### config.mk
export PLATFORM = sky130hd
export DESIGN_NAME = cts_sequencer
export DESIGN_NICKNAME = d
export VERILOG_FILES = /design/src/hdl/cts_pkg.sv /design/src/hdl/cts_sequencer.sv
export SDC_FILE = /design/constraint.sdc
export NUM_CORES = 1
export LEC_CHECK = 0
export BUFFER_PORTS_ARGS = -buffer_cell sky130_fd_sc_hd__buf_2
export CORE_AREA = 2 2 243 173
export CTS_BUF_LIST = sky130_fd_sc_hd__clkbuf_4 sky130_fd_sc_hd__clkbuf_8 sky130_fd_sc_hd__clkbuf_16
export DETAILED_ROUTE_END_ITERATION = 6
export DIE_AREA = 0 0 245 175
export GPL_ROUTABILITY_DRIVEN = 1
export HOLD_SLACK_MARGIN = 0.05
export SLEW_MARGIN = 10
export SYNTH_ARGS = -nofsm -noshare
export SYNTH_HDL_FRONTEND = slang
export SYNTH_SLANG_ARGS = --single-unit
### constraint.sdc
create_clock -name clk_sys -period 6.58 [get_ports clk_sys]
set_input_delay 0.658 -clock clk_sys [delete_from_list [all_inputs] [get_ports clk_sys]]
set_output_delay 0.658 -clock clk_sys [all_outputs]
set_load 0.05 [all_outputs]
### src/hdl/cts_pkg.sv
// constants for the channel trigger sequencer
// Notes on behaviour
// RULE1 - immediate source goes straight to the delay stage on every pass
// RULE2 - reset and preset commands both select the immediate source
// RULE3 - timer source: first channel at once, later ones after the interval
// RULE4 - manual source waits for the step key, ignored while remote
// RULE5 - bus source waits for a bus trigger
// RULE6 - external source waits for the rear trigger input
// RULE7 - linked source waits for a trigger on the shared trigger line
// RULE8 - hold source ignores events until a force-immediate or force-signal command comes
// RULE9 - programmable delay after the event; reset and preset clear it
// RULE10 - bypass with external or linked source skips only the first wait
// RULE11 - force-immediate skips event wait and delay once
// RULE12 - force-signal skips event wait once but keeps the delay
// RULE13 - break before make, then relay settle plus extra settle time
// RULE14 - non-linked sources pulse channel-ready after each channel
// RULE15 - linked asynchronous mode pulses the output line after each channel
// RULE16 - semi-synchronous: release line, or pull low then release with bypass
// RULE17 - repeat from layer start until the channel count is used up
// RULE18 - automatic counting uses the scan list length
// RULE19 - reset sets count one; preset enables automatic counting
// RULE20 - remote only on listen addressing while remote enable is true
// RULE21 - remote ignores panel keys except local, which returns to local
// RULE22 - lockout ignores every panel key, local key included
// RULE23 - fixed output pulse width; infinite count wraps the scan list
package cts_pkg;
  localparam int unsigned CLK_MHZ           = 250;
  localparam int unsigned MS_CYCLES         = CLK_MHZ * 1000;
  localparam int unsigned TRIG_PULSE_NS     = 40;
  localparam int unsigned TRIG_PULSE_CYCLES = (TRIG_PULSE_NS * CLK_MHZ + 999) / 1000;
  localparam int unsigned RELAY_SETTLE_MS   = 3;
  localparam int unsigned TIME_W            = 30;
  localparam int unsigned COUNT_W           = 14;
  localparam int unsigned SRC_W             = 3;
  // register byte offsets
  localparam logic [7:0] OFS_CTRL   = 8'h00;
  localparam logic [7:0] OFS_COUNT  = 8'h04;
  localparam logic [7:0] OFS_TIMER  = 8'h08;
  localparam logic [7:0] OFS_DELAY  = 8'h0C;
  localparam logic [7:0] OFS_SETTLE = 8'h10;
  localparam logic [7:0] OFS_LIST   = 8'h14;
  localparam logic [7:0] OFS_CMD    = 8'h18;
  localparam logic [7:0] OFS_STATUS = 8'h1C;
  // control field positions
  localparam int unsigned CTRL_SRC_LSB  = 0;
  localparam int unsigned CTRL_BYPASS   = 3;
  localparam int unsigned CTRL_ASYNC    = 4;
  localparam int unsigned CTRL_AUTO     = 5;
  localparam int unsigned CTRL_INFINITE = 6;
  // command bits (write one)
  localparam int unsigned CMD_RESET     = 0;
  localparam int unsigned CMD_PRESET    = 1;
  localparam int unsigned CMD_FORCE_IMM = 2;
  localparam int unsigned CMD_FORCE_SIG = 3;
  localparam int unsigned CMD_BUS_TRIG  = 4;
  localparam int unsigned CMD_START     = 5;
  localparam int unsigned CMD_ABORT     = 6;
  // source codes
  localparam logic [2:0] SRC_IMM    = 3'h0;
  localparam logic [2:0] SRC_TIMER  = 3'h1;
  localparam logic [2:0] SRC_MANUAL = 3'h2;
  localparam logic [2:0] SRC_BUS    = 3'h3;
  localparam logic [2:0] SRC_EXT    = 3'h4;
  localparam logic [2:0] SRC_LINK   = 3'h5;
  localparam logic [2:0] SRC_HOLD   = 3'h6;
  // values after reset, and the count limit
  localparam logic [13:0] COUNT_RST  = 14'h0001;
  localparam logic [13:0] COUNT_MAX  = 14'h270F;
  localparam logic [29:0] TIMER_RST  = 30'h00000001;
  localparam logic [7:0]  LIST_RST   = 8'h01;
  typedef enum logic [2:0] {
    CTS_IDLE, CTS_EVENT, CTS_DELAY, CTS_BREAK, CTS_SETTLE, CTS_OUTPUT
  } cts_state_type;
endpackage

### src/hdl/cts_sequencer.sv
// channel layer trigger sequencer with apb register slave
//
// Our own choices: the APB register port and the placing of the registers.
`timescale 1ns/1ps
module cts_sequencer #(
  parameter int unsigned TICK_CYCLES = cts_pkg::MS_CYCLES,
  parameter int unsigned LIST_W      = 8
) (
  input  wire logic                       clk_sys,
  input  wire logic                       reset_n,
  input  wire logic                       psel,
  input  wire logic                       penable,
  input  wire logic                       pwrite,
  input  wire logic [7:0]                 paddr,
  input  wire logic [31:0]                pwdata,
  output logic      [31:0]                prdata,
  output logic                            pready,
  output logic                            pslverr,
  input  wire logic                       gpib_ren,
  input  wire logic                       gpib_listen_addr,
  input  wire logic                       gpib_llo,
  input  wire logic                       gpib_gtl,
  input  wire logic                       gpib_get,
  input  wire logic                       step_key,
  input  wire logic                       local_key,
  input  wire logic                       ext_trig_in,
  input  wire logic                       link_line_in,
  output logic                            link_line_out,
  output logic                            link_line_oe,
  output logic                            channel_ready,
  output logic                            relay_open,
  output logic                            relay_close,
  output logic      [LIST_W-1:0]          channel_index,
  output logic                            remote_state,
  output logic                            lockout_state
);
  import cts_pkg::*;

  localparam logic [31:0] TICK_LAST  = 32'(TICK_CYCLES - 1);
  localparam logic [7:0]  PULSE_LAST = 8'(TRIG_PULSE_CYCLES - 1);

  logic [SRC_W-1:0]   source_reg;
  logic               bypass_direction_select_reg;
  logic               async_mode_reg;
  logic               auto_count_reg;
  logic               infinite_reg;
  logic [COUNT_W-1:0] count_reg;
  logic [TIME_W-1:0]  timer_ms_reg;
  logic [TIME_W-1:0]  delay_ms_reg;
  logic [TIME_W-1:0]  extra_settle_time_reg;
  logic [LIST_W-1:0]  list_len_reg;
  cts_state_type      state_reg;
  cts_state_type      state_next;
  logic [31:0]        sub_reg;
  logic [TIME_W:0]    elapsed_reg;
  logic [31:0]        tsub_reg;
  logic [TIME_W:0]    telapsed_reg;
  logic               timer_first_reg;
  logic               first_pass_reg;
  logic               force_imm_reg;
  logic               force_sig_reg;
  logic               bus_trig_reg;
  logic [COUNT_W-1:0] remaining_reg;
  logic [7:0]         pulse_reg;
  logic               link_low_reg;
  logic               link_edge_reg;
  logic               link_prev_reg;

  logic               wr;
  logic               setup;
  logic               addr_ok;
  logic               cmd_wr;
  logic               tick;
  logic               ttick;
  logic               event_hit;
  logic               bypass_skip;
  logic               panel_ok;
  logic               is_link;
  logic [TIME_W:0]    settle_total;
  logic [COUNT_W-1:0] count_eff;
  logic               last_channel;

  assign setup   = psel & ~penable;
  assign wr      = psel & penable & pwrite;
  assign cmd_wr  = wr & (paddr == OFS_CMD);
  assign addr_ok = (paddr[1:0] == 2'h0) & (paddr <= OFS_STATUS);
  // zero wait states keep the master simple; data is staged in setup
  assign pready  = 1'b1;

  always_ff @(posedge clk_sys or negedge reset_n) begin
    if (!reset_n) begin
      prdata  <= 32'h00000000;
      pslverr <= 1'b0;
    end else if (setup) begin
      pslverr <= ~addr_ok;
      case (paddr)
        OFS_CTRL:   prdata <= {25'h0000000, infinite_reg, auto_count_reg, async_mode_reg,
                               bypass_direction_select_reg, source_reg};
        OFS_COUNT:  prdata <= {18'h00000, count_reg};
        OFS_TIMER:  prdata <= {2'h0, timer_ms_reg};
        OFS_DELAY:  prdata <= {2'h0, delay_ms_reg};
        OFS_SETTLE: prdata <= {2'h0, extra_settle_time_reg};
        OFS_LIST:   prdata <= 32'(list_len_reg);
        OFS_STATUS: prdata <= {8'(channel_index), 2'h0, remaining_reg[13:0] & 14'h3FFF,
                               lockout_state, remote_state, first_pass_reg, 1'b0,
                               1'b0, state_reg};
        default:    prdata <= 32'h00000000;
      endcase
    end
  end

  // configuration; reset and preset commands override a plain write
  always_ff @(posedge clk_sys or negedge reset_n) begin
    if (!reset_n) begin
      source_reg                  <= SRC_IMM;
      bypass_direction_select_reg <= 1'b0;
      async_mode_reg              <= 1'b1;
      auto_count_reg              <= 1'b0;
      infinite_reg                <= 1'b0;
      count_reg                   <= COUNT_RST;
      timer_ms_reg                <= TIMER_RST;
      delay_ms_reg                <= '0;
      extra_settle_time_reg       <= '0;
      list_len_reg                <= LIST_W'(LIST_RST);
    end else if (cmd_wr & pwdata[CMD_RESET]) begin
      // RULE2 reset selects immediate
      source_reg     <= SRC_IMM;
      // RULE9 delay back to zero
      delay_ms_reg   <= '0;
      // RULE19 count becomes one
      count_reg      <= COUNT_RST;
      auto_count_reg <= 1'b0;
      infinite_reg   <= 1'b0;
    end else if (cmd_wr & pwdata[CMD_PRESET]) begin
      // RULE2 preset selects immediate
      source_reg     <= SRC_IMM;
      // RULE9 delay back to zero
      delay_ms_reg   <= '0;
      // RULE19 preset enables auto count
      auto_count_reg <= 1'b1;
    end else if (wr) begin
      case (paddr)
        OFS_CTRL: begin
          source_reg                  <= pwdata[CTRL_SRC_LSB +: SRC_W];
          bypass_direction_select_reg <= pwdata[CTRL_BYPASS];
          async_mode_reg              <= pwdata[CTRL_ASYNC];
          auto_count_reg              <= pwdata[CTRL_AUTO];
          infinite_reg                <= pwdata[CTRL_INFINITE];
        end
        OFS_COUNT: begin
          if (pwdata[COUNT_W-1:0] == '0) begin
            count_reg <= COUNT_RST;
          end else if (pwdata[31:0] > 32'(COUNT_MAX)) begin
            count_reg <= COUNT_MAX;
          end else begin
            count_reg <= pwdata[COUNT_W-1:0];
          end
        end
        // interval below one millisecond is raised to one
        OFS_TIMER:  timer_ms_reg <= (pwdata[TIME_W-1:0] == '0) ? TIMER_RST : pwdata[TIME_W-1:0];
        OFS_DELAY:  delay_ms_reg          <= pwdata[TIME_W-1:0];
        OFS_SETTLE: extra_settle_time_reg <= pwdata[TIME_W-1:0];
        OFS_LIST:   list_len_reg <= (pwdata[LIST_W-1:0] == '0) ? LIST_W'(LIST_RST)
                                                                : pwdata[LIST_W-1:0];
        default: ;
      endcase
    end
  end

  // remote and lockout front panel gating
  always_ff @(posedge clk_sys or negedge reset_n) begin
    if (!reset_n) begin
      remote_state  <= 1'b0;
      lockout_state <= 1'b0;
    end else begin
      if (!gpib_ren) begin
        remote_state  <= 1'b0;
        lockout_state <= 1'b0;
      end else begin
        // RULE20 remote on listen address
        if (gpib_listen_addr) begin
          remote_state <= 1'b1;
        // RULE21 local key returns local
        end else if (gpib_gtl | (local_key & ~lockout_state)) begin
          remote_state <= 1'b0;
        end
        // RULE22 lockout kills local key
        if (gpib_llo) begin
          lockout_state <= 1'b1;
        end
      end
    end
  end

  // RULE4 step key gated by remote
  assign panel_ok = ~remote_state & ~lockout_state;
  assign is_link  = (source_reg == SRC_LINK);

  // falling edge on the shared line is an incoming trigger
  always_ff @(posedge clk_sys or negedge reset_n) begin
    if (!reset_n) begin
      link_prev_reg <= 1'b1;
      link_edge_reg <= 1'b0;
    end else begin
      link_prev_reg <= link_line_in;
      link_edge_reg <= link_prev_reg & ~link_line_in & ~link_line_oe;
    end
  end

  // one-shot software requests; a new request beats the consume
  always_ff @(posedge clk_sys or negedge reset_n) begin
    if (!reset_n) begin
      force_imm_reg <= 1'b0;
      force_sig_reg <= 1'b0;
      bus_trig_reg  <= 1'b0;
    end else begin
      if (cmd_wr & pwdata[CMD_FORCE_IMM]) begin
        force_imm_reg <= 1'b1;
      end else if (state_reg == CTS_EVENT && force_imm_reg) begin
        force_imm_reg <= 1'b0;
      end
      if (cmd_wr & pwdata[CMD_FORCE_SIG]) begin
        force_sig_reg <= 1'b1;
      end else if (state_reg == CTS_EVENT && force_sig_reg && !force_imm_reg) begin
        force_sig_reg <= 1'b0;
      end
      // RULE5 bus trigger from get or command
      if (gpib_get | (cmd_wr & pwdata[CMD_BUS_TRIG])) begin
        bus_trig_reg <= 1'b1;
      end else if (state_reg != CTS_EVENT || event_hit) begin
        bus_trig_reg <= 1'b0;
      end
    end
  end

  // millisecond base restarting on every state change
  assign tick = (sub_reg == TICK_LAST);
  always_ff @(posedge clk_sys or negedge reset_n) begin
    if (!reset_n) begin
      sub_reg     <= '0;
      elapsed_reg <= '0;
    end else if (state_next != state_reg) begin
      sub_reg     <= '0;
      elapsed_reg <= '0;
    end else if (tick) begin
      sub_reg     <= '0;
      elapsed_reg <= elapsed_reg + 1'b1;
    end else begin
      sub_reg <= sub_reg + 32'h00000001;
    end
  end

  // RULE3 interval timer spans passes
  assign ttick = (tsub_reg == TICK_LAST);
  always_ff @(posedge clk_sys or negedge reset_n) begin
    if (!reset_n) begin
      tsub_reg     <= '0;
      telapsed_reg <= '0;
    end else if (state_reg == CTS_EVENT && state_next != CTS_EVENT) begin
      tsub_reg     <= '0;
      telapsed_reg <= '0;
    end else if (ttick) begin
      tsub_reg <= '0;
      if (!telapsed_reg[TIME_W]) begin
        telapsed_reg <= telapsed_reg + 1'b1;
      end
    end else begin
      tsub_reg <= tsub_reg + 32'h00000001;
    end
  end

  // RULE10 bypass only on first pass
  assign bypass_skip = bypass_direction_select_reg & first_pass_reg &
                       ((source_reg == SRC_EXT) | is_link);

  always_comb begin
    case (source_reg)
      // RULE1 immediate never waits
      SRC_IMM:    event_hit = 1'b1;
      // RULE3 first channel without waiting
      SRC_TIMER:  event_hit = timer_first_reg | (telapsed_reg >= {1'b0, timer_ms_reg});
      SRC_MANUAL: event_hit = step_key & panel_ok;
      SRC_BUS:    event_hit = bus_trig_reg;
      // RULE6 rear trigger input
      SRC_EXT:    event_hit = ext_trig_in;
      // RULE7 shared line trigger
      SRC_LINK:   event_hit = link_edge_reg;
      // RULE8 hold waits for a force command only
      default:    event_hit = 1'b0;
    endcase
  end

  assign settle_total = (TIME_W+1)'(RELAY_SETTLE_MS) + {1'b0, extra_settle_time_reg};
  // RULE18 auto count from list
  assign count_eff    = auto_count_reg ? COUNT_W'(list_len_reg) : count_reg;
  assign last_channel = ~infinite_reg & (remaining_reg <= 14'h0001);

  always_comb begin
    state_next = state_reg;
    case (state_reg)
      CTS_IDLE: begin
        if (cmd_wr & pwdata[CMD_START]) begin
          state_next = CTS_EVENT;
        end
      end
      CTS_EVENT: begin
        // RULE11 force immediate skips delay
        if (force_imm_reg) begin
          state_next = CTS_BREAK;
        // RULE12 force signal keeps delay
        end else if (force_sig_reg | bypass_skip | event_hit) begin
          state_next = CTS_DELAY;
        end
      end
      // RULE9 programmed delay
      CTS_DELAY: begin
        if (elapsed_reg >= {1'b0, delay_ms_reg}) begin
          state_next = CTS_BREAK;
        end
      end
      CTS_BREAK:  state_next = CTS_SETTLE;
      // RULE13 relay plus extra settle
      CTS_SETTLE: begin
        if (elapsed_reg >= settle_total) begin
          state_next = CTS_OUTPUT;
        end
      end
      CTS_OUTPUT: begin
        if (pulse_reg == PULSE_LAST) begin
          // RULE17 repeat until count done
          state_next = last_channel ? CTS_IDLE : CTS_EVENT;
        end
      end
      default: state_next = CTS_IDLE;
    endcase
    if (cmd_wr & pwdata[CMD_ABORT]) begin
      state_next = CTS_IDLE;
    end
  end

  always_ff @(posedge clk_sys or negedge reset_n) begin
    if (!reset_n) begin
      state_reg <= CTS_IDLE;
    end else begin
      state_reg <= state_next;
    end
  end

  // pass bookkeeping: count, first pass, scan position
  always_ff @(posedge clk_sys or negedge reset_n) begin
    if (!reset_n) begin
      remaining_reg   <= '0;
      first_pass_reg  <= 1'b0;
      timer_first_reg <= 1'b0;
      channel_index   <= '0;
    end else if (state_reg == CTS_IDLE && state_next == CTS_EVENT) begin
      remaining_reg   <= count_eff;
      // RULE10 re-armed on layer entry
      first_pass_reg  <= 1'b1;
      timer_first_reg <= 1'b1;
      channel_index   <= '0;
    end else if (state_reg == CTS_EVENT && state_next != CTS_EVENT) begin
      first_pass_reg  <= 1'b0;
      timer_first_reg <= 1'b0;
    end else if (state_reg == CTS_OUTPUT && state_next == CTS_EVENT) begin
      remaining_reg <= remaining_reg - 14'h0001;
      // RULE23 wrap at end of list
      if (channel_index >= list_len_reg - 1'b1) begin
        channel_index <= '0;
      end else begin
        channel_index <= channel_index + 1'b1;
      end
    end
  end

  // RULE13 open before close
  always_ff @(posedge clk_sys or negedge reset_n) begin
    if (!reset_n) begin
      relay_open  <= 1'b0;
      relay_close <= 1'b0;
    end else begin
      relay_open  <= (state_reg == CTS_DELAY || state_reg == CTS_EVENT) &&
                     state_next == CTS_BREAK;
      relay_close <= (state_reg == CTS_BREAK);
    end
  end

  // output trigger shaping; width is fixed so downstream can count on it
  always_ff @(posedge clk_sys or negedge reset_n) begin
    if (!reset_n) begin
      pulse_reg     <= '0;
      channel_ready <= 1'b0;
      link_low_reg  <= 1'b0;
    end else begin
      if (state_reg == CTS_OUTPUT && pulse_reg != PULSE_LAST) begin
        pulse_reg <= pulse_reg + 8'h01;
      end else begin
        pulse_reg <= '0;
      end
      // RULE14 channel ready pulse
      channel_ready <= (state_next == CTS_OUTPUT) && !is_link;
      if (state_next == CTS_OUTPUT && is_link) begin
        // RULE15 async link pulse
        // RULE16 semi-sync low only with bypass
        link_low_reg <= async_mode_reg | bypass_direction_select_reg;
      // RULE16 semi-sync held low while switching
      end else if (is_link && !async_mode_reg &&
                   (state_next == CTS_BREAK || state_next == CTS_SETTLE)) begin
        link_low_reg <= 1'b1;
      end else begin
        link_low_reg <= 1'b0;
      end
    end
  end

  // open drain: only ever drive low
  assign link_line_out = 1'b0;
  assign link_line_oe  = link_low_reg;
endmodule // cts_sequencer

# Word level (Yosys, flattened, before mapping)
# Index checks and enable logic that the tools add are counted.
# totals
output_inout_bits	49
input_bits	54
reg_bits	323
# classes
bitwise	36
add_sub_neg	9
n_reduce_logical	48
eq_ne	33
n_mux	68
n_lt_le_gt_ge	7
# op_table
operator	n
case mux 32 bit (7 select lines)	1
two-way mux 31 bit	5
two-way mux 30 bit	5
two-way mux 14 bit	10
two-way mux 32 bit	4
adder 32 x 1 -> 32 bit, second input constant	2
equality test 32 x 18 -> 1 bit, second input constant	2
adder 31 x 1 -> 31 bit, second input constant	2
greater-or-equal comparator 31 x 30 -> 1 bit	2
two-way mux 8 bit	6
two-way mux 3 bit	11
equality test 8 x 5 -> 1 bit, second input constant	4
greater-than comparator 32 x 14 -> 1 bit, second input constant	1
adder 2 x 30 -> 31 bit, first input constant	1
greater-or-equal comparator 31 bit	1
logical NOT 30 bit	1
equality test 8 x 4 -> 1 bit, second input constant	3
two-way mux 1 bit	24
AND 1 bit	20
nonzero test 2 bit	10
equality test 3 bit, second input constant	6
case mux 3 bit (6 select lines)	1
adder 8 x 1 -> 8 bit, second input constant	2
logical NOT 8 bit	2
other kinds (26)	75

# Logic depth before layout (Yosys ltp)
# Gate-level depths: netlist of the first run.
# depth
ltp_word	14
depth_mapped	19
ltp_nobuf	17

# Worst setup path before layout of the first run
# No wires, ideal clock.
# synth_path
path_kind	reg-to-reg
start	reg extra_settle_time_reg[0]
end	reg sub_reg[12]
required_time_ps	6494
setup_slack_ps	2811
t_arrival_ps	3683
n_path_buf	1
path_stages_with_launch	19
cell_sequence	dfrtp_1 > inv_1 > ha_1 > nor3_1 > and3_1 > and4_1 > nor2b_1 > nand4_1 > xor2_1 > ha_1 > a21o_1 > a21o_1 > a21oi_1 > o21ai_0 > a32oi_1 > o211a_4 > a31oi_4 > buf_2 > nor3_1
# synth_via
elab_chain_len	7
# synth_lines
element	line	source
start: declaration	cts_sequencer.sv:50	logic [TIME_W-1:0] extra_settle_time_reg;
start signal: assignment	cts_sequencer.sv:162	OFS_SETTLE: extra_settle_time_reg <= pwdata[TIME_W-1:0];
adder 2 x 30 -> 31 bit	cts_sequencer.sv:293	assign settle_total = (TIME_W+1)'(RELAY_SETTLE_MS) + {1'b0, extra_settle_time_reg};
greater-or-equal comparator 31 bit	cts_sequencer.sv:324	if (elapsed_reg >= settle_total) begin
two-way mux 3 bit	cts_sequencer.sv:324	
case mux 3 bit (6 select lines)	cts_sequencer.sv:300	case (state_reg)
two-way mux 3 bit	cts_sequencer.sv:336	if (cmd_wr & pwdata[CMD_ABORT]) begin
inequality test 3 bit	cts_sequencer.sv:242	end else if (state_next != state_reg) begin
two-way mux 32 bit	cts_sequencer.sv:242	
end signal: assignment	cts_sequencer.sv:249	sub_reg <= sub_reg + 32'h00000001;
end: declaration	cts_sequencer.sv:54	logic [31:0] sub_reg;
# Every way passes these cells.
# A chain may end at the register's enable or synchronous reset.

# Worst setup path in the final report of the first run
# layout_path
start	reg extra_settle_time_reg[0]
end	reg sub_reg[7]
# Same word-level chain as after synthesis.

==> results of run 1 <==
[area by class of cell]
class	count	share of cell area, %
multi-input cells	1390	45.7
flip-flops and latches	323	39.7
clock buffers	54	5.51
well taps	544	3.34
repair buffers	115	3.12
inverters	95	1.75
clock inverters	10	0.896
diodes	2	0.0245
[cells in the final DEF (no fill, tap or decap), types with 12 or more instances in the layout]
| master | instances |
|---|---|
| a22o_1 | 59 |
| nor2_1 | 205 |
| xor2_1 | 102 |
| and3_1 | 42 |
| mux2_2 | 39 |
| a21o_1 | 27 |
| inv_1 | 95 |
| o21ai_0 | 92 |
| nor3_1 | 42 |
| nand2_1 | 183 |
| buf_2 | 99 |
| a22oi_1 | 23 |
| nand4_1 | 47 |
| clkbuf_16 | 37 |
| buf_4 | 14 |
| a21oi_1 | 58 |
| xnor2_1 | 58 |
| nor4_1 | 21 |
| o211ai_1 | 12 |
| a221oi_1 | 19 |
| dfrtp_1 | 318 |
| ha_1 | 110 |
| a222oi_1 | 13 |
| nand3_1 | 76 |
[routing by layer]
metal	share of wire [%]	up-vias	global-route usage [%]	wire length, µm
met5	0.030	-	0	16
met4	2.5	2	6.81	1350
li1	-	6871	-	-
met1	48	7375	38.6	25800
met2	41	576	35.7	22200
met3	8.0	91	4.87	4290
[path summary, 6_finish.rpt]
kind,startpoint,endpoint,slack [ns],cells after the start
worst max-delay path,extra_settle_time_reg[0],sub_reg[7],1.35,16
worst min-delay path,reset_n,prdata[6],0.15,1
worst max register to register,extra_settle_time_reg[0],sub_reg[7],1.35,16
worst min register to register,tsub_reg[0],tsub_reg[0],0.46,1
max in group asynchronous,reset_n,telapsed_reg[26],4.90,2
min in group clk_sys,link_line_in,link_prev_reg,0.23,1
[cells in the mapped netlist (23+ instances only)]
cell and n:
xor2_1 102, nand2_1 183, o21ai_0 94, and3_1 42, ha_1 110, xnor2_1 58
a21oi_1 59, nor3_1 42, inv_1 95, clkbuf_1 57, a21o_1 27, mux2_2 39
a22oi_1 23, nand4_1 47, dfrtp_1 318, nand3_1 76, a22o_1 59, nor2_1 209
[where the power goes]
part           internal (mW)  switching [mW]  leakage, nW  total, mW
logic                 0.0799           0.146         4.39      0.226
registers               2.03          0.0581         4.41       2.09
clock network           1.38           0.865        0.654       2.24
total                   3.49            1.07         9.45       4.56
[per-stage QoR]
step	util, %	std cells	worst slack (ns)	cell area, µm²	power (mW)
floorplan	-	1883	2.81	18000	2.23
global placement	47.0	2467	1.56	19100	2.35
detailed placement	47.0	2467	1.41	19100	2.35
CTS	50.2	2531	1.37	20400	4.59
global route	50.2	2532	0.908	20400	4.70
finish	50.2	2533	1.35	20400	4.56
[logic make-up (layout without fill, tap and decap cells)]
kind of cell | count (synthesis) | in the layout | synth area share (%)
compound gates | 359 | 359 | 13.9
other cells | 2 | 4 | 0.0417
mux | 50 | 50 | 3.05
flops | 323 | 323 | 44.9
xor+xnor | 160 | 160 | 7.77
simple gates | 709 | 709 | 19.1
fa+ha+maj | 110 | 110 | 7.64
buf+inv | 170 | 274 | 3.66
==> impl_results.rst, run 1 <==
.. list-table::
   :header-rows: 1

   * - Metric
     - Value
   * - Slew at the pin with the worst max-slew slack
     - 1.22 ns
   * - Setup repair after global routing missed its margin
     - false
   * - Number of flops mapped to enable cells by yosys
     - 0
   * - Share of async-settable or async-resettable flops after synthesis
     - 100%
   * - DRT Wirelength
     - 53600 µm
   * - Crit-path cells
     - inv_1 > ha_1 > nor3_1 > and3_1 > and4_1 > nor2b_1 > nand4_1 > xor2_1 > ha_1 > nand4_1 > o21ai_0 > a32oi_1 > o211a_4 > a31oi_4 > buf_4 > nor3_1
   * - CP arrival
     - 5.63 ns
   * - Max_cap viols
     - 0
   * - Post-CTS setup-driven buffer insertion count
     - 0
   * - Fraction of the cycle the final worst path needs
     - 79.5%
   * - Storage cell area
     - 0.00809 mm²
   * - Portion of synthesized cell area occupied by the leading cell type
     - 44.1%
   * - Via count of the first global-routing pass
     - 14132
   * - First-pass GRT wire length
     - 83700 µm
   * - Syn. warnings
     - 0
   * - Final count of pins violating max slew
     - 0
   * - Vias per cell
     - 5.89
   * - Critical-path top delay cell
     - a31oi_4
   * - Post-synthesis sequential element count
     - 323
   * - Post-detailed-route DRC marker count
     - 0
   * - CTS tree
     - yes
   * - Remaining max-slew budget at the tightest pin
     - 18.7%
   * - Area used by multi-input combinational logic
     - 0.00932 mm²
   * - Count of H-tree levels built during CTS
     - 2
   * - Leftover overflow at the end of global routing
     - 0
   * - Final-report setup violation count
     - 0
   * - CTS Sinks
     - 323
   * - Vias
     - 14915
   * - Initial DRC count
     - 1589
   * - Max FO, Critical Path
     - 39
   * - Cell type with the highest aggregate area in the netlist
     - dfrtp_1
   * - Cell area power density
     - 224 mW/mm²
   * - Top cell family by delay on the critical path
     - simple AND/OR/NAND/NOR gates
   * - Largest net degree at the start of global routing
     - 174
   * - Count of pins on the block boundary
     - 103
   * - Initial core utilization
     - 44.4%
   * - Layout-stage area growth over the synthesis result
     - 13.1%
   * - Die outline height
     - 175 µm
   * - Initial antenna violation count
     - 4
   * - Peak Freq
     - 191 MHz
   * - Total global routing track utilization
     - 25.1%
   * - Final net count
     - 2125
   * - Max Root-Sink Buffers
     - 3
   * - Total of cells resized after clock tree synthesis
     - 0
   * - Avg Inst Size Synth
     - 9.57 µm²
   * - Number of standard-cell rows in the floorplan
     - 62
   * - Syn Std Cell Area
     - 0.0180 mm²
   * - Hold-fix buffers at CTS
     - 0
   * - Share of layout cells above drive strength 1
     - 12.6%
   * - Outcome
     - complete, no violations
   * - Most used DFF post-synth
     - dfrtp_1
   * - Leakage power figure
     - 9.45 nW
   * - Clk_skew
     - 0.0263 ns
   * - Synth Net Count
     - 2047
   * - Synthesized instance count
     - 1883
   * - Remaining antenna violation count after routing
     - 0
   * - Part of the Yosys area used for sequential elements
     - 44.9%
   * - Total clock buffers created by CTS
     - 36
   * - Final-layout setup total negative slack
     - 0 ns
   * - Worst Setup Start Kind
     - flop
   * - Floorplan die area
     - 0.0429 mm²
   * - X dimension of the die
     - 245 µm
   * - Count of filler cells inserted in the layout
     - 3783
   * - Core ar.
     - 0.0406 mm²
   * - Worst hold path type
     - in -> async
   * - Required time of the critical path
     - 6.97 ns
   * - PortBufs
     - 100
   * - Element type at the critical path end
     - flop
   * - Endpoints failing hold
     - 0
   * - Final critical delay including setup and external delays
     - 5.23 ns
   * - Clk root buf
     - clkbuf_16
   * - IR drop worst, VDD
     - 0.173 mV
   * - Worst stage delay on the critical path
     - 0.81 ns
   * - Post-synthesis cell type count
     - 70
   * - Number of buffer and inverter instances along the worst setup path
     - 2
   * - Classification of the worst setup path
     - reg -> reg
   * - Most area-consuming cells after synthesis
     - dfrtp_1, ha_1, xor2_1
   * - Worst-path clk slew
     - 0.07 ns
   * - Routability congestion estimate
     - 0.913
   * - Number of search-and-repair iterations in the first detailed-routing pass
     - 6
   * - Placed wire-length estimate after detailed placement
     - 39200 µm
   * - DR WL/cell
     - 21.2 µm
   * - Skew-Pair Late Insertion Delay
     - 0.56 ns
   * - Worst hold slack
     - 0.149 ns
Note: power is estimated with default switching activity, not from simulation.
==> run 2: changes to the inputs <==
Settings changed: ABC_AREA set to 1, CORE_AREA 2 2 243 173 to 2 2 250 178, DIE_AREA 0 0 245 175 to 0 0 252 180.
Clock period 6.58 ns to 4.9 ns, I/O delays scaled along.
==> impl_results.rst, run 2 <==
.. list-table::
   :header-rows: 1

   * - Metric
     - Value
   * - Outcome
     - finished with violations
   * - Violated checks
     - capacitance limit, slew limit
   * - Power share of the combinational group
     - 15.7%
   * - Classification of the worst setup path
     - reg -> reg
   * - Most used DFF post-synth
     - dfrtp_1
   * - Final-report setup violation count
     - 0
   * - CTS tree
     - yes
   * - Post-synthesis sequential element count
     - 323
   * - Part of the Yosys area used for sequential elements
     - 42.3%
   * - Syn Std Cell Area
     - 0.0191 mm²
   * - Number of inserted diodes
     - 0
   * - Worst hold path type
     - in -> reg
   * - Core ar.
     - 0.0431 mm²
   * - CP arrival
     - 5.16 ns
   * - List of most frequent post-synthesis cells
     - nand2_1, dfrtp_1, inv_1
   * - Setup slack on the worst flop-to-flop path
     - 0.21 ns
   * - Max Root-Sink Buffers
     - 3
   * - Routability congestion estimate
     - 0.984
   * - Number of flops mapped to enable cells by yosys
     - 0
   * - Portion of synthesized cell area occupied by the leading cell type
     - 41.6%
   * - Critical-path top delay cell
     - dfrtp_1
   * - DR WL/cell
     - 19.4 µm
   * - CTS Sinks
     - 323
   * - Leakage power figure
     - 10.2 nW
   * - Largest net degree at the start of global routing
     - 97
   * - Post-synthesis cell type count
     - 56
   * - Commonest non-fill, non-tap cells in the layout
     - nand2_1, dfrtp_1, inv_1
   * - Crit path from
     - extra_settle_time_reg[2]
   * - Final count of pins violating max slew
     - 8
   * - Startpoint of the worst hold path
     - link_line_in
   * - Initial DRC count
     - 1863
   * - Leftover overflow at the end of global routing
     - 0
   * - Most repeated library cell on the critical path
     - nand2_1
   * - Worst Setup Start Kind
     - flop
   * - Count of filler cells inserted in the layout
     - 4155
   * - Relative contribution of the clock network to total power
     - 41.9%
   * - Number of standard-cell rows in the floorplan
     - 64
   * - Fraction of the cycle the final worst path needs
     - 95.7%
   * - Leading cell type in the layout, fill and taps excluded
     - nand2_1
   * - Leading cell type by number of instances after synthesis
     - nand2_1
   * - Clk root buf
     - clkbuf_16
   * - Fraction of power spent switching nets
     - 28.2%
   * - Final critical delay including setup and external delays
     - 4.69 ns
   * - Slew at the pin with the worst max-slew slack
     - 1.68 ns
   * - Worst stage delay on the critical path
     - 0.43 ns
   * - Total clock buffers created by CTS
     - 36
   * - Share of async-settable or async-resettable flops after synthesis
     - 100%
   * - Count of H-tree levels built during CTS
     - 2
   * - Element type at the critical path end
     - flop
   * - PortBufs
     - 100
   * - Cell area power density
     - 301 mW/mm²
   * - Most area-consuming cells after synthesis
     - dfrtp_1, nand2_1, ha_1
   * - IR drop worst, VDD
     - 0.265 mV
   * - Setup repair after global routing missed its margin
     - true
   * - Endpoints failing hold
     - 0
   * - Initial core utilization
     - 44.4%
   * - Final net count
     - 2710
   * - Placed wire-length estimate after detailed placement
     - 45300 µm
   * - Cell Int Power
     - 4.78 mW
   * - Share of layout cells above drive strength 1
     - 12.1%
   * - Number of search-and-repair iterations in the first detailed-routing pass
     - 6
   * - Storage cell area
     - 0.00809 mm²
   * - Layout-stage area growth over the synthesis result
     - 15.4%
   * - Remaining antenna violation count after routing
     - 0
   * - Syn. warnings
     - 0
   * - Synth Net Count
     - 2585
   * - Die outline height
     - 180 µm
   * - Max FO, Critical Path
     - 18
   * - Total global routing track utilization
     - 26.1%
   * - Count of pins on the block boundary
     - 103
   * - Required time of the critical path
     - 5.37 ns
   * - Vias per cell
     - 5.55
   * - Worst-path clk slew
     - 0.06 ns
   * - Cell type with the highest aggregate area in the netlist
     - dfrtp_1
   * - Max_cap viols
     - 1
   * - Clk_skew
     - 0.0324 ns
   * - Synthesized instance count
     - 2421
   * - Post-detailed-route DRC marker count
     - 0
   * - DRT Wirelength
     - 60800 µm
   * - X dimension of the die
     - 252 µm
   * - Sequential power share
     - 42.5%
   * - Via count of the first global-routing pass
     - 16368
   * - Avg Inst Size Synth
     - 7.90 µm²
   * - Fraction of the core area covered by cells at the end of the flow
     - 51.3%
   * - RR Startpoint
     - extra_settle_time_reg[2]
   * - Peak Freq
     - 213 MHz
   * - Floorplan die area
     - 0.0454 mm²
   * - Switching power summed over all nets
     - 1.88 mW
   * - Initial antenna violation count
     - 3
   * - Area used by multi-input combinational logic
     - 0.00985 mm²
   * - Remaining max-slew budget at the tightest pin
     - -13.0%
   * - First-pass GRT wire length
     - 92500 µm
   * - Final-layout setup total negative slack
     - 0 ns
   * - Vias
     - 17384
   * - Skew-Pair Late Insertion Delay
     - 0.55 ns
run 2: cell count changes after synthesis, moves of 24 or more:
cell	change
nand2_1	+311
o22ai_1	+39
o21ai_0	+98
and3_1	-38
a21o_1	-24
nor3_1	+35
inv_1	+209
mux2_2	-38
nor2_1	+66
a22o_1	-59
nand3_1	+30
xnor2_1	-24
run 2: power by group through the flow:
stage | logic, mW | registers (mW) | clock network (mW)
after floorplan | 0.458 | 2.87 | 0
after global placement | 0.752 | 2.87 | 0
after detailed placement | 0.765 | 2.87 | 0
after CTS | 0.769 | 2.82 | 2.83
after global routing | 1.12 | 2.84 | 2.93
final | 1.04 | 2.83 | 2.79
run 2: final timing paths:
kind / to / cells after the start
max: telapsed_reg[18] / 28
min: link_prev_reg / 1
max reg2reg: telapsed_reg[18] / 28
min reg2reg: link_edge_reg / 1
max in group asynchronous: state_reg[1] / 3
min in group asynchronous: remaining_reg[6] / 2
run 2: per-layer routing:
metal / GRT usage [%] / vias up / wire length [µm] / share of wire (%)
li1: - / 8271 / - / -
met1: 38.6 / 8358 / 28100 / 46
met2: 36.6 / 639 / 25000 / 41
met3: 7.02 / 114 / 5650 / 9.3
met4: 8.90 / 2 / 2050 / 3.4
met5: 0.529 / - / 12 / 0.020
run 2: repair_timing:
item,in CTS,in global routing
pin swaps,0,18
gates cloned,0,8
endpoints found under the hold margin,92,0
hold buffers,1,0
gates resized for setup,1,64
buffers inserted,0,8
endpoints found under the setup margin,4,151
run 2: kinds of logic after synthesis:
kind of cell | Yosys count | synth area share, %
multiplexers | 2 | 0.111
adder cells (fa/ha/maj) | 110 | 7.19
XOR/XNOR | 131 | 6.00
AO/OA/AOI/OAI | 370 | 11.0
flip-flops | 323 | 42.3
AND/OR/NAND/NOR | 1111 | 26.0
buffers and inverters | 372 | 7.47
other | 2 | 0.0392
run 2: stage by stage:
stage          area, µm²  hold slack [ns]  instances  total power [mW]  setup slack, ns
3_3_place_gp       20400            0.419       3052              3.62            0.125
4_1_cts            21600           0.0609       3117              6.42           0.0439
3_5_place_dp       20400            0.417       3052              3.64          -0.0229
2_1_floorplan      19100            0.194       2421              3.33            0.918
5_1_grt            22100           0.0652       3133              6.89           -0.154
6_report           22100           0.0780       3133              6.66            0.212
run 2: layout make-up:
class | count | area share, %
multi-input combinational | 1727 | 44.6
sequential | 323 | 36.6
inverter | 316 | 5.39
timing repair buffer | 142 | 4.76
clock buffer | 48 | 4.74
tap | 561 | 3.18
clock inverter | 16 | 0.702
run 2: worst max-delay path: cells and delay by family, from the launching register on:
family	cells	cell delay, ns
buf+inv	5	0.58
flops	1	0.43
fa+ha+maj	1	0.27
xor+xnor	1	0.20
compound gates	1	0.25
simple gates	20	2.87
==> run 3: changes to the inputs <==
Settings changed: ABC_AREA 1 to not set, CORE_AREA 2 2 250 178 to 2 2 243 173, DIE_AREA 0 0 252 180 to 0 0 245 175.
==> impl_results.rst, run 3 (synthesis gave the netlist of run 1 again) <==
.. list-table::
   :header-rows: 1

   * - Metric
     - Value
   * - Leakage power figure
     - 9.45 nW
   * - Storage cell area
     - 0.00809 mm²
   * - Classification of the worst setup path
     - reg -> reg
   * - Endpoints failing hold
     - 0
   * - Cell area power density
     - 296 mW/mm²
   * - Max_cap viols
     - 0
   * - Area used by multi-input combinational logic
     - 0.00932 mm²
   * - Remaining max-slew budget at the tightest pin
     - 19.6%
   * - First-pass GRT wire length
     - 83800 µm
   * - Layout-stage area growth over the synthesis result
     - 13.2%
   * - Worst Setup Start Kind
     - flop
   * - CTS Sinks
     - 323
   * - Fraction of the cycle the final worst path needs
     - 88.8%
   * - Cell count of the worst reg-to-reg path
     - 18
   * - Element type at the critical path end
     - flop
   * - Vias
     - 14732
   * - IR drop worst, VDD
     - 0.210 mV
   * - Required time of the critical path
     - 5.34 ns
   * - Core ar.
     - 0.0406 mm²
   * - Total global routing track utilization
     - 25.0%
   * - Placed wire-length estimate after detailed placement
     - 38800 µm
   * - CTS tree
     - yes
   * - Initial core utilization
     - 44.4%
   * - Leading cell type in the layout, fill and taps excluded
     - dfrtp_1
   * - Outcome
     - complete, no violations
   * - Worst hold path type
     - in -> async
   * - Remaining antenna violation count after routing
     - 0
   * - DP Worst Slack
     - 0.657 ns
   * - PnR worst setup slack
     - 0.550 ns
   * - Clk root buf
     - clkbuf_16
   * - DRT Wirelength
     - 53000 µm
   * - Leftover overflow at the end of global routing
     - 0
   * - Number of search-and-repair iterations in the first detailed-routing pass
     - 6
   * - Die outline height
     - 175 µm
   * - Final net count
     - 2129
   * - Post-detailed-route DRC marker count
     - 0
   * - Peak Freq
     - 230 MHz
   * - Via count of the first global-routing pass
     - 14260
   * - Routability congestion estimate
     - 0.902
   * - Final critical delay including setup and external delays
     - 4.35 ns
   * - X dimension of the die
     - 245 µm
   * - Final count of pins violating max slew
     - 0
   * - Number of standard-cell rows in the floorplan
     - 62
   * - Commonest non-fill, non-tap cells in the layout
     - dfrtp_1, nor2_1, nand2_1
   * - Initial DRC count
     - 1539
   * - Slew at the pin with the worst max-slew slack
     - 1.20 ns
   * - Setup repair after global routing missed its margin
     - false
   * - Share of layout cells above drive strength 1
     - 12.7%
   * - Clk_skew
     - 0.0273 ns
   * - Final-layout setup total negative slack
     - 0 ns
   * - Largest net degree at the start of global routing
     - 123
   * - Count of pins on the block boundary
     - 103
   * - Skew-Pair Late Insertion Delay
     - 0.55 ns
   * - Count of filler cells inserted in the layout
     - 3765
   * - DR WL/cell
     - 20.9 µm
   * - Placed cell count
     - 2470
   * - Floorplan die area
     - 0.0429 mm²
   * - Max FO, Critical Path
     - 63
   * - Vias per cell
     - 5.81
   * - CP arrival
     - 4.79 ns
   * - Final-report setup violation count
     - 0
   * - Total clock buffers created by CTS
     - 36
   * - Count of non-filler cells in the finished layout
     - 2537
   * - Count of H-tree levels built during CTS
     - 2
   * - Max Root-Sink Buffers
     - 3
   * - Initial antenna violation count
     - 1
   * - PortBufs
     - 100
   * - Worst-path clk slew
     - 0.06 ns
run 3: worst paths after layout:
kind	end	from	slack (ns)
setup / recovery	sub_reg[15]	extra_settle_time_reg[2]	0.55
hold / removal	remote_state	reset_n	0.004
setup reg to reg	sub_reg[15]	extra_settle_time_reg[2]	0.55
hold reg to reg	tsub_reg[0]	tsub_reg[0]	0.45
max in group asynchronous	tsub_reg[28]	reset_n	3.72
min in group clk_sys	bus_trig_reg	gpib_get	0.15
run 3: report_power, final:
part | total, mW | internal, mW | leakage (nW) | switching, mW
clock | 2.91 | 1.76 | 0.633 | 1.15
combinational | 0.312 | 0.110 | 4.41 | 0.202
sequential | 2.81 | 2.73 | 4.41 | 0.0796
run 3: worst max-delay path: stages (launching register included):
cell and delay [ns]:
dfrtp_1 0.44, nand4_1 0.21, nor3_1 0.61, and3_1 0.33, and4_1 0.26, inv_1 0.06, nor2_1 0.19, nand3_1 0.12
xor2_1 0.17, ha_1 0.19, a21o_1 0.15, a21o_1 0.17, a21oi_1 0.14, o21ai_0 0.12, a32oi_1 0.25, o211a_4 0.27
a31oi_4 0.10, buf_12 0.21, nor3_1 0.22
run 3: layer usage:
| layer | track usage, % | vias up | part of all wire (%) |
|---|---|---|---|
| met2 | 35.6 | 506 | 42 |
| met3 | 4.64 | 81 | 7.6 |
| met4 | 6.25 | 0 | 1.9 |
| met1 | 38.8 | 7262 | 49 |
| li1 | - | 6883 | - |
| met5 | 0 | - | 0 |
run 3: cell type report:
type	instances	area share, %
Clock inverter	10	0.699
Antenna cell	2	0.0245
Clock buffer	54	5.53
Sequential cell	323	39.6
Tap cell	544	3.33
Multi-Input combinational cell	1390	45.6
Inverter	95	1.75
Timing Repair Buffer	119	3.40
run 3: timing repair:
item | CTS | global route
hold buffers | 1 | 0
setup buffers | 0 | 0
resized for setup | 0 | 0
endpoints found under the hold margin | 1 | 0
run 3: through the flow:
step	hold WS, ns	total power, mW	util [%]	area [µm²]
detailed placement	0.444	3.17	47.1	19100
CTS	0.104	6.08	50.3	20400
finish	0.00398	6.03	50.3	20400
global route	0.106	6.26	50.3	20400
global placement	0.442	3.16	47.1	19100
floorplan	0.194	2.99	-	18000
